File: src/tmrc_pkg.sv
package tmrc_pkg;
  // ----------------------------------------
  // Register byte offsets
  // ----------------------------------------
  localparam logic [7:0] OFF_CTRL1 = 8'h00;
  localparam logic [7:0] OFF_CTRL2 = 8'h04;
  localparam logic [7:0] OFF_LOW = 8'h08;
  localparam logic [7:0] OFF_HIGH = 8'h0c;
  // ----------------------------------------
  // Field positions
  // ----------------------------------------
  localparam int CTRL1_EN_BIT = 7;
  localparam int CTRL1_OUT_BIT = 5;
  localparam int CTRL1_WIDTH_BIT = 4;
  localparam int CTRL2_SRC_LSB = 5;
  localparam int CTRL2_COUNT_SELECT_A_BIT = 4;
  // ----------------------------------------
  // Reset values
  // ----------------------------------------
  localparam logic [7:0] RST_CTRL1 = 8'h00;
  localparam logic [7:0] RST_CTRL2 = 8'h00;
  localparam logic [7:0] RST_LOW = 8'h00;
  localparam logic [7:0] RST_HIGH = 8'hff;
  // ----------------------------------------
  // Clock source codes and timing
  // ----------------------------------------
  localparam logic [2:0] CS_EXT = 3'h0;
  localparam logic [2:0] CS_INST = 3'h1;
  localparam logic [2:0] CS_SYS = 3'h2;
  localparam logic [1:0] INST_LAST_PHASE = 2'h3;
  localparam logic [1:0] HTRANS_NONSEQ = 2'h2;
endpackage : tmrc_pkg

File: src/tmrc_timer.sv
// Summary of operation
// RQ1: One width bit in the first control register picks 8-bit or 16-bit counting.
// RQ2: In 16-bit width the high:low pair advances on each prescaled rising edge of the source.
// RQ3: In 16-bit width a low-byte read latches the real high byte into the high buffer.
// RQ4: In 16-bit width a low-byte write copies the high buffer into the real high byte.
// RQ5: In 8-bit width a low-byte match with the period buffer pulses the output, clears low, reloads period.
// RQ6: In 8-bit width both bytes are read and written directly; reset gives low zero and high all ones.
// RQ7: Writes to the low byte or either control register and any reset clear prescaler and postscaler.
// RQ8: A prescale select of zero bypasses the prescaler so each source edge adds one.
// RQ9: In timer use with prescale zero the count steps once per instruction cycle, else divided.
// RQ10: With the count_select_a bit set the count follows source edges directly and runs through sleep.
// RQ11: With the count_select_a bit clear counts are aligned to the instruction clock and capped at its rate.
// RQ12: A three-bit source field selects the external input, the instruction clock or the system clock.
// RQ13: A prescale select of k divides the source by two to the power k.
module tmrc_timer (
  // Clock and reset
  input wire logic hclk,
  input wire logic hresetn,
  // AHB-Lite slave
  input wire logic hsel,
  input wire logic [31:0] haddr,
  input wire logic [1:0] htrans,
  input wire logic hwrite,
  input wire logic [2:0] hsize,
  input wire logic [31:0] hwdata,
  input wire logic hready,
  output logic [31:0] hrdata,
  output logic hreadyout,
  output logic hresp,
  // Timer pins
  input wire logic ext_clk_in,
  input wire logic sleep_in,
  output logic period_match_output
);
  // ----------------------------------------
  // Registers and internal state
  // ----------------------------------------
  logic [7:0] control_reg_first;
  logic [7:0] control_reg_second;
  logic [7:0] count_low_byte;
  logic [7:0] count_high_byte;
  logic [7:0] real_high;
  logic [7:0] period_buf;
  logic [14:0] pre_cnt;
  logic [3:0] post_cnt;
  logic [1:0] phase;
  logic pend;
  logic ext_s1;
  logic ext_s2;
  logic ext_s3;
  logic wr_en;
  logic [7:0] wr_addr;
  // ----------------------------------------
  // Decoded controls
  // ----------------------------------------
  logic width_select;
  logic count_select_a;
  logic enable;
  logic [3:0] prescale_select;
  logic [3:0] post_sel;
  logic [2:0] src_sel;
  logic [14:0] pre_mask;
  logic src_edge;
  logic run;
  logic tick;
  logic inc;
  logic match;
  logic roll;
  logic post_hit;
  logic rd_low;
  logic addr_ok;
  logic wr_low;
  logic wr_high;
  logic wr_c1;
  logic wr_c2;
  logic clr_pre;

  // Field extraction
  assign width_select = control_reg_first[tmrc_pkg::CTRL1_WIDTH_BIT]; // see RQ1
  assign enable = control_reg_first[tmrc_pkg::CTRL1_EN_BIT];
  assign post_sel = control_reg_first[3:0];
  assign count_select_a = control_reg_second[tmrc_pkg::CTRL2_COUNT_SELECT_A_BIT];
  assign prescale_select = control_reg_second[3:0];
  assign src_sel = control_reg_second[tmrc_pkg::CTRL2_SRC_LSB +: 3];

  // Bus strobes; writes act in the data phase when hwdata is valid
  assign addr_ok = hsel && hready && (htrans == tmrc_pkg::HTRANS_NONSEQ);
  assign rd_low = addr_ok && !hwrite && (haddr[7:0] == tmrc_pkg::OFF_LOW);
  assign wr_low = wr_en && (wr_addr == tmrc_pkg::OFF_LOW);
  assign wr_high = wr_en && (wr_addr == tmrc_pkg::OFF_HIGH);
  assign wr_c1 = wr_en && (wr_addr == tmrc_pkg::OFF_CTRL1);
  assign wr_c2 = wr_en && (wr_addr == tmrc_pkg::OFF_CTRL2);
  assign clr_pre = wr_low || wr_c1 || wr_c2; // see RQ7

  // Source edge select; system clock gives an edge every cycle
  always_comb
  begin
    case (src_sel) // see RQ12
      tmrc_pkg::CS_EXT: src_edge = ext_s2 && !ext_s3;
      tmrc_pkg::CS_INST: src_edge = (phase == tmrc_pkg::INST_LAST_PHASE); // see RQ9
      tmrc_pkg::CS_SYS: src_edge = 1'b1;
      default: src_edge = 1'b0;
    endcase
  end

  // Divide by 2^k: tick when the low k prescaler bits are all ones
  assign pre_mask = 15'((16'h0001 << prescale_select) - 16'h0001); // see RQ13
  assign run = enable && (count_select_a || !sleep_in); // see RQ10
  assign tick = src_edge && run && ((pre_cnt & pre_mask) == pre_mask); // see RQ8
  // Sync mode only releases a count on the last instruction phase
  assign inc = count_select_a ? tick : (pend && (phase == tmrc_pkg::INST_LAST_PHASE)); // see RQ11
  assign match = !width_select && (count_low_byte == period_buf); // see RQ5
  assign roll = width_select && (count_low_byte == 8'hff) && (real_high == 8'hff);
  assign post_hit = (post_cnt == post_sel);

  // ----------------------------------------
  // Input synchroniser and instruction phase
  // ----------------------------------------
  // Two flops before use; the third only feeds the edge detector
  always_ff @(posedge hclk or negedge hresetn)
  begin
    if (!hresetn)
    begin
      ext_s1 <= 1'b0;
      ext_s2 <= 1'b0;
      ext_s3 <= 1'b0;
    end
    else
    begin
      ext_s1 <= ext_clk_in;
      ext_s2 <= ext_s1;
      ext_s3 <= ext_s2;
    end
  end

  // Instruction clock is system clock divided by four
  always_ff @(posedge hclk or negedge hresetn)
  begin
    if (!hresetn)
      phase <= 2'h0;
    else
      phase <= phase + 2'h1;
  end

  // ----------------------------------------
  // Prescaler and sync holding flag
  // ----------------------------------------
  always_ff @(posedge hclk or negedge hresetn)
  begin
    if (!hresetn)
      pre_cnt <= 15'h0000;
    else if (clr_pre)
      pre_cnt <= 15'h0000; // see RQ7
    else if (src_edge && run)
      pre_cnt <= pre_cnt + 15'h0001; // see RQ2
  end

  // A new tick wins over a release in the same cycle, so none is lost
  always_ff @(posedge hclk or negedge hresetn)
  begin
    if (!hresetn)
      pend <= 1'b0;
    else if (clr_pre)
      pend <= 1'b0;
    else if (tick && !count_select_a)
      pend <= 1'b1;
    else if (inc && !count_select_a)
      pend <= 1'b0;
  end

  // ----------------------------------------
  // Counter bytes
  // ----------------------------------------
  always_ff @(posedge hclk or negedge hresetn)
  begin
    if (!hresetn)
      count_low_byte <= tmrc_pkg::RST_LOW; // see RQ6
    else if (wr_low)
      count_low_byte <= hwdata[7:0];
    else if (inc && match)
      count_low_byte <= 8'h00; // see RQ5
    else if (inc)
      count_low_byte <= count_low_byte + 8'h01; // see RQ2
  end

  // Hidden high byte, only reached through the buffer
  always_ff @(posedge hclk or negedge hresetn)
  begin
    if (!hresetn)
      real_high <= 8'h00;
    else if (wr_low && width_select)
      real_high <= count_high_byte; // see RQ4
    else if (inc && width_select && count_low_byte == 8'hff)
      real_high <= real_high + 8'h01; // see RQ2
  end

  // Buffer in 16-bit width, period register in 8-bit width
  // A read latch wins over a write that finishes in the same cycle
  always_ff @(posedge hclk or negedge hresetn)
  begin
    if (!hresetn)
      count_high_byte <= tmrc_pkg::RST_HIGH; // see RQ6
    else if (rd_low && width_select)
      count_high_byte <= real_high; // see RQ3
    else if (wr_high)
      count_high_byte <= hwdata[7:0]; // see RQ6
  end

  // Period buffer reloads only on a match, so a new period starts cleanly
  always_ff @(posedge hclk or negedge hresetn)
  begin
    if (!hresetn)
      period_buf <= tmrc_pkg::RST_HIGH;
    else if (inc && match)
      period_buf <= count_high_byte; // see RQ5
  end

  // ----------------------------------------
  // Postscaler and output pulse
  // ----------------------------------------
  // Output stays high until the next count step, one prescaled period
  always_ff @(posedge hclk or negedge hresetn)
  begin
    if (!hresetn)
    begin
      post_cnt <= 4'h0;
      period_match_output <= 1'b0;
    end
    else if (clr_pre)
    begin
      post_cnt <= 4'h0; // see RQ7
      period_match_output <= 1'b0;
    end
    else if (inc && (match || roll))
    begin
      post_cnt <= post_hit ? 4'h0 : post_cnt + 4'h1;
      period_match_output <= post_hit; // see RQ5
    end
    else if (inc)
      period_match_output <= 1'b0;
  end

  // ----------------------------------------
  // Control registers and bus slave
  // ----------------------------------------
  always_ff @(posedge hclk or negedge hresetn)
  begin
    if (!hresetn)
    begin
      control_reg_first <= tmrc_pkg::RST_CTRL1;
      control_reg_second <= tmrc_pkg::RST_CTRL2;
    end
    else
    begin
      if (wr_c1)
        control_reg_first <= hwdata[7:0] & ~(8'h01 << tmrc_pkg::CTRL1_OUT_BIT); // Output bit is read-only
      if (wr_c2)
        control_reg_second <= hwdata[7:0];
    end
  end

  // Address phase capture; the slave never stalls
  always_ff @(posedge hclk or negedge hresetn)
  begin
    if (!hresetn)
    begin
      wr_en <= 1'b0;
      wr_addr <= 8'h00;
      hreadyout <= 1'b0;
      hresp <= 1'b0;
    end
    else
    begin
      wr_en <= addr_ok && hwrite;
      wr_addr <= haddr[7:0];
      hreadyout <= 1'b1;
      hresp <= 1'b0;
    end
  end

  // Read data registered at the address phase; unmapped reads give zero
  always_ff @(posedge hclk or negedge hresetn)
  begin
    if (!hresetn)
      hrdata <= 32'h0000_0000;
    else if (addr_ok && !hwrite)
    begin
      case (haddr[7:0])
        tmrc_pkg::OFF_CTRL1: hrdata <= {24'h000000, control_reg_first | (8'(period_match_output) << tmrc_pkg::CTRL1_OUT_BIT)};
        tmrc_pkg::OFF_CTRL2: hrdata <= {24'h000000, control_reg_second};
        tmrc_pkg::OFF_LOW: hrdata <= {24'h000000, count_low_byte};
        tmrc_pkg::OFF_HIGH: hrdata <= {24'h000000, count_high_byte};
        default: hrdata <= 32'h0000_0000;
      endcase
    end
  end
endmodule : tmrc_timer
File: config.mk
export PLATFORM = sky130hd
export DESIGN_NAME = tmrc_timer
export DESIGN_NICKNAME = d
export VERILOG_FILES = /design/src/tmrc_pkg.sv /design/src/tmrc_timer.sv
export SDC_FILE = /design/constraint.sdc
export NUM_CORES = 1
export LEC_CHECK = 0
export BUFFER_PORTS_ARGS = -buffer_cell sky130_fd_sc_hd__buf_4
export CAP_MARGIN = 5
export CORE_MARGIN = 10
export CORE_UTILIZATION = 59
export CTS_CLUSTER_SIZE = 24
export DETAILED_ROUTE_END_ITERATION = 10
export PLACE_DENSITY = 0.95
export SYNTH_ARGS = -nofsm -noshare
export SYNTH_HDL_FRONTEND = slang
export SYNTH_SLANG_ARGS = --single-unit
File: constraint.sdc
create_clock -name hclk -period 6.95 [get_ports hclk]
set_clock_uncertainty 0.15 [all_clocks]
set_input_delay 0.695 -clock hclk [delete_from_list [all_inputs] [get_ports hclk]]
set_output_delay 0.695 -clock hclk [all_outputs]
set_load 0.005 [all_outputs]
# --- Word level (Yosys, flattened, before mapping) ---
# Index checks and enable logic that the tools add are counted.
word_totals:
  memories: 0
  ram_bits: 0
  inputBits: 76
  output_inout_bits: 35
  latchBits: 0
  reg_bits: 115
  rom_bits: 0
op_classes:
  n_mul: 0
  eq_ne: 15
  addsub: 6
  n_reduce_logical: 44
  n_shift: 1
  magnitude_cmp: 0
  bitwise_logic: 2
  n_mux: 21
  div_mod_pow: 0
ops:
  columns: ["cell", "n"]
  rows:
  - ["8-bit 2-to-1 mux", 7]
  - ["8-bit by 4-bit equality test with 1-bit output (second input constant)", 4]
  - ["8-bit one-hot mux with 4 select lines", 1]
  - ["15-bit 2-to-1 mux", 2]
  - ["1-bit logical AND", 25]
  - ["8-bit by 1-bit adder with 8-bit output (second input constant)", 2]
  - ["8-bit by 3-bit equality test with 1-bit output (second input constant)", 2]
  - ["8-bit equality test (second input constant)", 2]
  - ["8-bit zero test", 2]
  - ["15-bit by 1-bit adder with 15-bit output (second input constant)", 1]
  - ["15-bit AND", 1]
  - ["15-bit equality test", 1]
  - ["1-bit by 4-bit << shifter with 15-bit output (first input constant)", 1]
  - ["15-bit by 1-bit subtractor with 15-bit output (second input constant)", 1]
  - ["4-bit 2-to-1 mux", 3]
  - ["3-bit nonzero test", 3]
  - ["8-bit equality test", 1]
  - ["8-bit by 6-bit bitwise OR with 8-bit output", 1]
  - ["2-bit nonzero test", 4]
  - ["1-bit 2-to-1 mux", 7]
  - ["1-bit zero test", 5]
  - ["4-bit by 1-bit adder with 4-bit output (second input constant)", 1]
  - ["2-bit equality test (second input constant)", 2]
  - ["4-bit equality test", 1]
  - ["other kinds (6)", 9]

# --- Longest topological paths before layout ---
# Gate-level depths: netlist of run 1.
depth:
  depth_word: 10
  mapped_depth: 14

# --- Worst setup path after synthesis of run 1 ---
# OpenSTA, ideal clock, no wires.
synth_path:
  path_kind: "register -> register"
  startpoint: "register control_reg_second[3]"
  endpoint: "register count_low_byte[7]"
  slack_ps: 3384
  t_arrival_ps: 3334
  stages_incl_launch_ff: 13
  n_path_buf: 3
  setup_ps: 82
  cell_sequence: "dfrtp_1 -> buf_6 -> or4_4 -> ha_1 -> clkbuf_1 -> xnor2_1 -> o32ai_1 -> or3b_2 -> nor4_4 -> nor2_2 -> buf_6 -> or4_1 -> a31oi_1"
synth_between:
  elab_chain_len: 9
synth_lines:
  columns: ["item", "line", "text"]
  rows:
  - ["start, declared", "tmrc_timer.sv:39", "logic [7:0] control_reg_second;"]
  - ["start signal, assigned", "tmrc_timer.sv:251", "control_reg_second <= tmrc_pkg::RST_CTRL2;"]
  - ["start signal, assigned", "tmrc_timer.sv:258", "control_reg_second <= hwdata[7:0];"]
  - ["1-bit by 4-bit << shifter with 15-bit output (*)", "tmrc_timer.sv:107", "assign pre_mask = 15'((16'h0001 << prescale_select) - 16'h0001);"]
  - ["15-bit by 1-bit subtractor with 15-bit output (*)", "tmrc_timer.sv:107", null]
  - ["15-bit AND", "tmrc_timer.sv:109", "assign tick = src_edge && run && ((pre_cnt & pre_mask) == pre_mask);"]
  - ["15-bit equality test (*)", "tmrc_timer.sv:109", null]
  - ["1-bit logical AND (*)", "tmrc_timer.sv:109", null]
  - ["1-bit 2-to-1 mux (*)", "tmrc_timer.sv:111", "assign inc = count_select_a ? tick : (pend && (phase == tmrc_pkg::INST_LAST_PHASE));"]
  - ["1-bit logical AND", "tmrc_timer.sv:180", "else if (inc && match)"]
  - ["8-bit 2-to-1 mux", "tmrc_timer.sv:180", null]
  - ["8-bit 2-to-1 mux", "tmrc_timer.sv:178", "else if (wr_low)"]
  - ["end signal, assigned", "tmrc_timer.sv:177", "count_low_byte <= tmrc_pkg::RST_LOW;"]
  - ["end signal, assigned", "tmrc_timer.sv:179", "count_low_byte <= hwdata[7:0];"]
  - ["end signal, assigned", "tmrc_timer.sv:183", "count_low_byte <= count_low_byte + 8'h01;"]
  - ["end, declared", "tmrc_timer.sv:40", "logic [7:0] count_low_byte;"]
# Mark *: on every way between the ends. The rest lies on a longest branch, timed or not.
# A chain may end at the register's enable or synchronous reset.

# --- Worst setup path in the final report of run 1 ---
layout_path:
  startpoint: "register control_reg_second[3]"
  endpoint: "register period_buf[0]"
layout_between:
  elab_chain_len: 7
layout_lines:
  columns: ["item", "line", "text"]
  rows:
  - ["1-bit by 4-bit << shifter with 15-bit output (*)", "tmrc_timer.sv:107", null]
  - ["15-bit by 1-bit subtractor with 15-bit output (*)", "tmrc_timer.sv:107", null]
  - ["15-bit AND", "tmrc_timer.sv:109", null]
  - ["15-bit equality test (*)", "tmrc_timer.sv:109", null]
  - ["1-bit logical AND (*)", "tmrc_timer.sv:109", null]
  - ["1-bit 2-to-1 mux (*)", "tmrc_timer.sv:111", null]
  - ["1-bit logical AND (*)", "tmrc_timer.sv:214", "else if (inc && match)"]
  - ["end signal, assigned", "tmrc_timer.sv:213", "period_buf <= tmrc_pkg::RST_HIGH;"]
  - ["end signal, assigned", "tmrc_timer.sv:215", "period_buf <= count_high_byte;"]
  - ["end, declared", "tmrc_timer.sv:43", "logic [7:0] period_buf;"]
# Marked as above.

==> flow_metrics.py, run 1 <==
metrics = {
    "outcome": {
        "outcome": "complete, no violations",
    },
    "final_layout": {
        "antennaDiodeCount": 0,
        "drive_above_1_share_pct": 23.2,
        "synthToLayoutAreaGrowth_pct": 8.61,
        "finalNetCount": 568,
        "instances_no_fill": 596,
    },
    "critical_path": {
        "required_ns": 7.08,
        "startpoint": "control_reg_second[3]",
        "cp-end-kind": "flop",
        "worstPathMaxFanout": 21,
        "rr_worst_depth": 10,
        "r2r-end": "period_buf[0]",
        "worstSetupEndpoint": "period_buf[0]",
        "reg2reg_from": "control_reg_second[3]",
        "start_kind": "flop",
        "critPathKind": "reg -> reg",
        "r2r_slack_ns": 2.36,
        "worstPathArrival_ns": 4.73,
    },
    "cts": {
        "numCtsBuffers": 9,
        "clkTransAtPathRegs_ns": 0.09,
        "cts_setup_buffers": 0,
        "clock_latency_ns": 0.36,
        "cts_hold_buf": 0,
        "root_buffer": "clkbuf_8",
        "clk_path_buf_depth": 2,
        "ctsResizeCount": 0,
        "cts.sinks": 91,
        "cts.htree.levels": 3,
        "tritoncts": "yes",
    },
    "route": {
        "vias": 3872,
        "routedWlPerCell_um": 20.6,
        "first_pass_iters": 5,
        "drtIter0Drc": 409,
        "wl_um": 12300,
        "via_per_inst": 6.50,
        "postRouteAntennaNets": 0,
        "drc": 0,
    },
    "timing": {
        "fmax_mhz": 218,
        "setup_viol": 0,
        "tightest_slew_ns": 1.08,
        "tns_ns": 0,
        "fin_crit_sh_pct": 66.1,
        "rsz0062_at_grt": "no",
        "slew-limit-headroom_pct": 27.7,
        "final-hold-violation-count": 0,
        "min_period_ns": 4.59,
        "slew_viol_final": 0,
    },
    "placed_design": {
        "portBuffers": 34,
        "dp_cells": 580,
        "hpwl_um": 8380,
        "gp_congestion": 0.895,
    },
    "flow_run": {
        "max_cap_violations": 0,
    },
    "power_and_ir_drop": {
        "powerDensity_mw_per_mm2": 196,
        "p_leak_nw": 2.42,
        "peakVddDrop_v": 0.000147,
    },
    "yosys": {
        "ys_async_sr_fraction_pct": 100,
        "synth_ff_type": "dfrtp_1",
        "avgSynthCellArea_um2": 10.7,
        "post-synth-top-area-cell": "dfrtp_1",
        "syn_area_mm2": 0.00493,
        "synth_edf_count": 0,
        "ys_ff_latch": 91,
        "synthTopCellsByArea": "dfrtp_1, dfstp_2, mux2_2, nor2_1, buf_4",
        "yosysUniqueCellTypes": 60,
        "synth.yosys.seq_area_share_pct": 46.6,
        "yosysWarnings": 0,
        "synthCells": 460,
        "yosysTopAreaCellShare_pct": 38.1,
    },
    "grt": {
        "track_usage_pct": 19.3,
        "grt_pass1_vias": 3982,
        "grt_start_max_net_pins": 69,
        "overflow": 0,
        "grt_pass1_wl_um": 20000,
        "antenna_found_initial": 0,
    },
    "floorplanning": {
        "core_area_mm2": 0.00818,
        "fp.dieH_um": 111,
        "die_area_mm2": 0.0124,
        "die_w_um": 111,
        "start_util_pct": 60.3,
        "io_pins": 111,
        "fp-row-count": 33,
    },
    "worst_hold_path": {
        "worstHoldPathType": "in -> async",
    },
}
==> layout make-up <==
type | instances | area [um^2]
fillers | 567 | 2820
repair buffers | 36 | 270
multi-input cells | 342 | 2420
inverters | 6 | 22.5
clock buffers | 9 | 124
well taps | 105 | 131
clock inverters | 7 | 91.3
flip-flops and latches | 91 | 2300
==> metrics by stage <==
step                      instance area, um^2  util (%)  power [W]  worst slack (ns)  hold slack [ns]
after floorplan                          5020         -   0.000627              3.38            0.181
after global placement                   5140      62.8   0.000652              2.65            0.186
after detailed placement                 5140      62.8   0.000658              2.49            0.189
after CTS                                5350      65.5    0.00105              2.46           0.0658
after global routing                     5350      65.5    0.00109              2.08           0.0788
final                                    5350      65.5    0.00105              2.36           0.0700
==> placed cells by master (no fill, tap or decap), types with 8 or more instances in the layout <==
master,instances
mux4_2,8
mux2i_1,11
and3_1,8
dfstp_2,16
nand2_1,19
mux2_2,27
nor3_1,8
conb_1,26
buf_4,36
xor2_1,14
dfrtp_1,75
a21oi_1,20
a22o_1,8
nor2_1,51
xnor2_1,18
a31oi_1,12
nor2b_1,11
clkbuf_8,9
o21ai_0,21
nand3_1,9
==> cell usage after synthesis (2+ instances only) <==
| cell type | n |
|---|---|
| a21oi_1 | 20 |
| a22o_1 | 8 |
| a31oi_1 | 12 |
| and3_1 | 8 |
| and4_1 | 3 |
| buf_2 | 4 |
| buf_4 | 25 |
| buf_6 | 2 |
| clkbuf_1 | 13 |
| conb_1 | 2 |
| dfrtp_1 | 75 |
| dfstp_2 | 16 |
| ha_1 | 6 |
| inv_1 | 5 |
| mux2_2 | 27 |
| mux2i_1 | 11 |
| mux4_2 | 8 |
| nand2_1 | 19 |
| nand2b_1 | 4 |
| nand3_1 | 9 |
| nand3b_1 | 2 |
| nand4_1 | 5 |
| nand4b_1 | 2 |
| nor2_1 | 51 |
| nor2b_1 | 11 |
| nor3_1 | 8 |
| nor3b_1 | 4 |
| nor4_1 | 3 |
| nor4bb_1 | 2 |
| o2111ai_1 | 2 |
| o21ai_0 | 21 |
| o21bai_1 | 2 |
| or3_1 | 4 |
| or4_1 | 5 |
| or4b_1 | 6 |
| xnor2_1 | 18 |
| xor2_1 | 14 |
==> kinds of logic (layout without fill, tap and decap cells) <==
| family | Yosys count | after routing | synth area share (%) |
|---|---|---|---|
| AND/OR/NAND/NOR | 157 | 157 | 18.0 |
| flip-flops | 91 | 91 | 46.6 |
| AO/OA/AOI/OAI | 75 | 75 | 9.75 |
| buffers and inverters | 51 | 58 | 6.19 |
| multiplexers | 46 | 46 | 12.1 |
| XOR/XNOR | 32 | 32 | 5.69 |
| adder cells (fa/ha/maj) | 6 | 6 | 1.52 |
| other | 2 | 26 | 0.152 |
==> worst max-delay path, stage by stage, from the launching register on <==
cell and delay, ns:
dfrtp_1 0.60, or4_4 0.61, ha_1 0.38, nor3b_1 0.21, a31oi_1 0.18, o32ai_1 0.09
or3b_2 0.50, nor4_4 0.43, nor2_2 0.30, nor2b_1 0.65, mux2_2 0.41
==> flip-flops by register name, indices dropped and copies added, names as in the netlist <==
signal               cells
ext_s2                   1
ext_s1                   1
ext_s3                   1
period_buf               8
wr_en                    1
control_reg_first        7
real_high                8
wr_addr                  8
hrdata                   8
phase                    2
pre_cnt                 15
pend                     1
post_cnt                 4
period_match_output      1
count_low_byte           8
hreadyout                1
count_high_byte          8
control_reg_second       8
==> power by group <==
group / leakage (nW) / total (W) / internal (W) / switching [W]
registers: 1.12 / 0.000569 / 0.000546 / 0.0000239
logic: 1.19 / 0.0000837 / 0.0000384 / 0.0000453
clock network: 0.111 / 0.000393 / 0.000202 / 0.000191
==> worst min path at each step <==
stage	startpoint	to	slack [ns]	depth (start not counted)
after floorplan	ext_s1	ext_s2	0.18	0
after global placement	ext_s1	ext_s2	0.19	0
after detailed placement	ext_s1	ext_s2	0.19	0
after CTS	hresetn	hreadyout	0.07	1
after global routing	hresetn	real_high[5]	0.08	1
final	hresetn	real_high[5]	0.07	1
==> per-layer routing <==
| layer | track usage, % | share of wire [%] | wire length [um] |
|---|---|---|---|
| met5 | 0 | 0 | 0 |
| met2 | 33.3 | 52 | 6360 |
| met4 | 9.43 | 4.3 | 530 |
| met1 | 22.5 | 35 | 4350 |
| met3 | 3.92 | 8.3 | 1020 |
(Power assumes the default switching activity.)
==> run 2, diff against run 1 <==
--- a/config.mk
+++ b/config.mk
@@ -8,10 +8,10 @@
 export BUFFER_PORTS_ARGS = -buffer_cell sky130_fd_sc_hd__buf_4
 export CAP_MARGIN = 5
 export CORE_MARGIN = 10
-export CORE_UTILIZATION = 59
+export CORE_UTILIZATION = 49
 export CTS_CLUSTER_SIZE = 24
 export DETAILED_ROUTE_END_ITERATION = 10
-export PLACE_DENSITY = 0.95
+export PLACE_DENSITY = 0.86
 export SYNTH_ARGS = -nofsm -noshare
 export SYNTH_HDL_FRONTEND = slang
 export SYNTH_SLANG_ARGS = --single-unit
==> constraint.sdc (replaced) <==
create_clock -name hclk -period 4.2 [get_ports hclk]
set_clock_uncertainty 0.15 [all_clocks]
set_input_delay 0.42 -clock hclk [delete_from_list [all_inputs] [get_ports hclk]]
set_output_delay 0.42 -clock hclk [all_outputs]
set_load 0.005 [all_outputs]
==> flow_metrics.py, run 2 (synthesized netlist as in run 1, its figures left out) <==
metrics = {
    "outcome": {
        "outcome": "complete, no violations",
    },
    "timing": {
        "setup_viol": 0,
        "final-hold-violation-count": 0,
        "tightest_slew_ns": 1.12,
        "fmax_mhz": 250,
        "min_period_ns": 4.01,
        "fin_crit_sh_pct": 95.4,
        "fin_ws_ns": 0.193,
        "tns_ns": 0,
        "rsz0062_at_grt": "no",
        "slew-limit-headroom_pct": 25.1,
        "slew_viol_final": 0,
    },
    "cts": {
        "numCtsBuffers": 9,
        "tritoncts": "yes",
        "cts.htree.levels": 3,
        "clock_latency_ns": 0.37,
        "ctsResizeCount": 0,
        "root_buffer": "clkbuf_8",
        "cts.sinks": 91,
        "cts_setup_buffers": 0,
        "cts_hold_buf": 0,
        "clkTransAtPathRegs_ns": 0.10,
        "clk_path_buf_depth": 2,
    },
    "route": {
        "drtIter0Drc": 377,
        "first_pass_iters": 5,
        "postRouteAntennaNets": 0,
        "via_per_inst": 5.74,
        "vias": 3615,
        "routedWlPerCell_um": 17.3,
        "drc": 0,
        "wl_um": 10900,
    },
    "grt": {
        "grt_pass1_wl_um": 18000,
        "antenna_found_initial": 0,
        "overflow": 0,
        "grt_pass1_vias": 3657,
        "grt_start_max_net_pins": 92,
        "track_usage_pct": 15.1,
    },
    "final_layout": {
        "layout_common_cells": "dfrtp_1, nor2_1, buf_4, mux2_2, conb_1",
        "drive_above_1_share_pct": 24.3,
        "largest_reg_flops": 15,
        "post-route-util_pct": 55.4,
        "antennaDiodeCount": 0,
        "synthToLayoutAreaGrowth_pct": 9.88,
        "mostFrequentLayoutCell": "dfrtp_1",
        "fill_cells": 807,
        "regMostFlops": "pre_cnt",
        "finalNetCount": 574,
    },
    "critical_path": {
        "worstPathMaxFanout": 21,
        "required_ns": 4.34,
        "cp-end-kind": "flop",
        "crit_chain": "or4_4 -> ha_1 -> nor3b_1 -> a31oi_1 -> o32ai_1 -> or3b_2 -> nor4_4 -> nor2_2 -> or4b_1 -> a31oi_1",
        "r2r_slack_ns": 0.19,
        "reg2reg_from": "control_reg_second[1]",
        "critPathKind": "reg -> reg",
        "worstPathArrival_ns": 4.15,
        "cp_slowest_cell": "or4b_1",
        "worst-path-stages": 10,
        "crit_family": "simple AND/OR/NAND/NOR gates",
        "crit_top_cell": "a31oi_1",
        "rr_worst_depth": 10,
        "r2r-end": "count_low_byte[2]",
        "start_kind": "flop",
        "critPathMaxStageDelay_ns": 0.59,
        "critPathBufInv": 0,
    },
    "floorplanning": {
        "fp-row-count": 36,
        "die_area_mm2": 0.0145,
        "fp.dieH_um": 120,
        "core_area_mm2": 0.00977,
        "die_w_um": 120,
        "io_pins": 111,
        "start_util_pct": 50.4,
    },
    "worst_hold_path": {
        "hold_path_depth": 1,
        "min_to": "wr_addr[6]",
        "worstHoldPathType": "in -> reg",
        "hold_path_startpoint": "haddr[6]",
    },
    "placed_design": {
        "gp_congestion": 0.869,
        "portBuffers": 34,
        "hpwl_um": 8080,
        "post-place-ws_ns": 0.220,
    },
    "power_and_ir_drop": {
        "p_leak_nw": 2.44,
        "peakVddDrop_v": 0.000133,
        "powerDensity_mw_per_mm2": 306,
    },
    "flow_run": {
        "max_cap_violations": 0,
    },
}
[run 2: final cells by class]
class                           instances  area [um^2]  share of cell area, %
Multi-Input combinational cell        342         2420                   44.6
Timing Repair Buffer                   42          315                   5.82
Clock inverter                          4         32.5                  0.601
Tap cell                              133          166                   3.07
Sequential cell                        91         2300                   42.4
Clock buffer                           12          165                   3.05
Inverter                                6         22.5                  0.416
[run 2: routing by layer]
| metal | up-vias | part of all wire, % | global-route usage, % | wire length (um) |
|---|---|---|---|---|
| li1 | 1682 | - | - | - |
| met1 | 1789 | 41 | 18.2 | 4430 |
| met2 | 127 | 50 | 25.6 | 5460 |
| met3 | 17 | 6.9 | 2.79 | 750 |
| met4 | 0 | 2.3 | 6.94 | 255 |
| met5 | - | 0 | 0 | 0 |
[run 2: how the worst max path moves through the flow]
| stage | start | to | slack [ns] |
|---|---|---|---|
| 2_1_floorplan | control_reg_second[3] | count_low_byte[7] | 0.63 |
| 3_3_place_gp | control_reg_second[1] | count_low_byte[7] | 0.36 |
| 3_5_place_dp | control_reg_second[1] | count_low_byte[3] | 0.22 |
| 4_1_cts | control_reg_second[1] | count_low_byte[3] | 0.20 |
| 5_1_grt | control_reg_second[1] | count_low_byte[2] | 0.01 |
| 6_report | control_reg_second[1] | count_low_byte[2] | 0.19 |
[run 2: stage by stage]
step                power [W]  hold slack [ns]  std cells  instance area, um^2
floorplan             0.00104          -0.0256        484                 5020
global placement      0.00108            0.187        614                 5220
detailed placement    0.00109            0.186        614                 5220
CTS                   0.00166          0.00471        630                 5420
global route          0.00172         0.000554        630                 5420
finish                0.00166          0.00623        630                 5420
[run 2: worst register-to-register path, stage by stage, from the launching register on]
cell     delay [ns]
dfrtp_1        0.41
or4_4          0.56
ha_1           0.38
nor3b_1        0.22
a31oi_1        0.16
o32ai_1        0.09
or3b_2         0.49
nor4_4         0.43
nor2_2         0.29
or4b_1         0.60
a31oi_1        0.17
[run 2: report_power, final]
group | total [W] | internal, W | switching (W)
logic | 0.000145 | 0.0000655 | 0.0000798
clock network | 0.000582 | 0.000268 | 0.000314
registers | 0.000928 | 0.000903 | 0.0000252
total | 0.00166 | 0.00124 | 0.000419
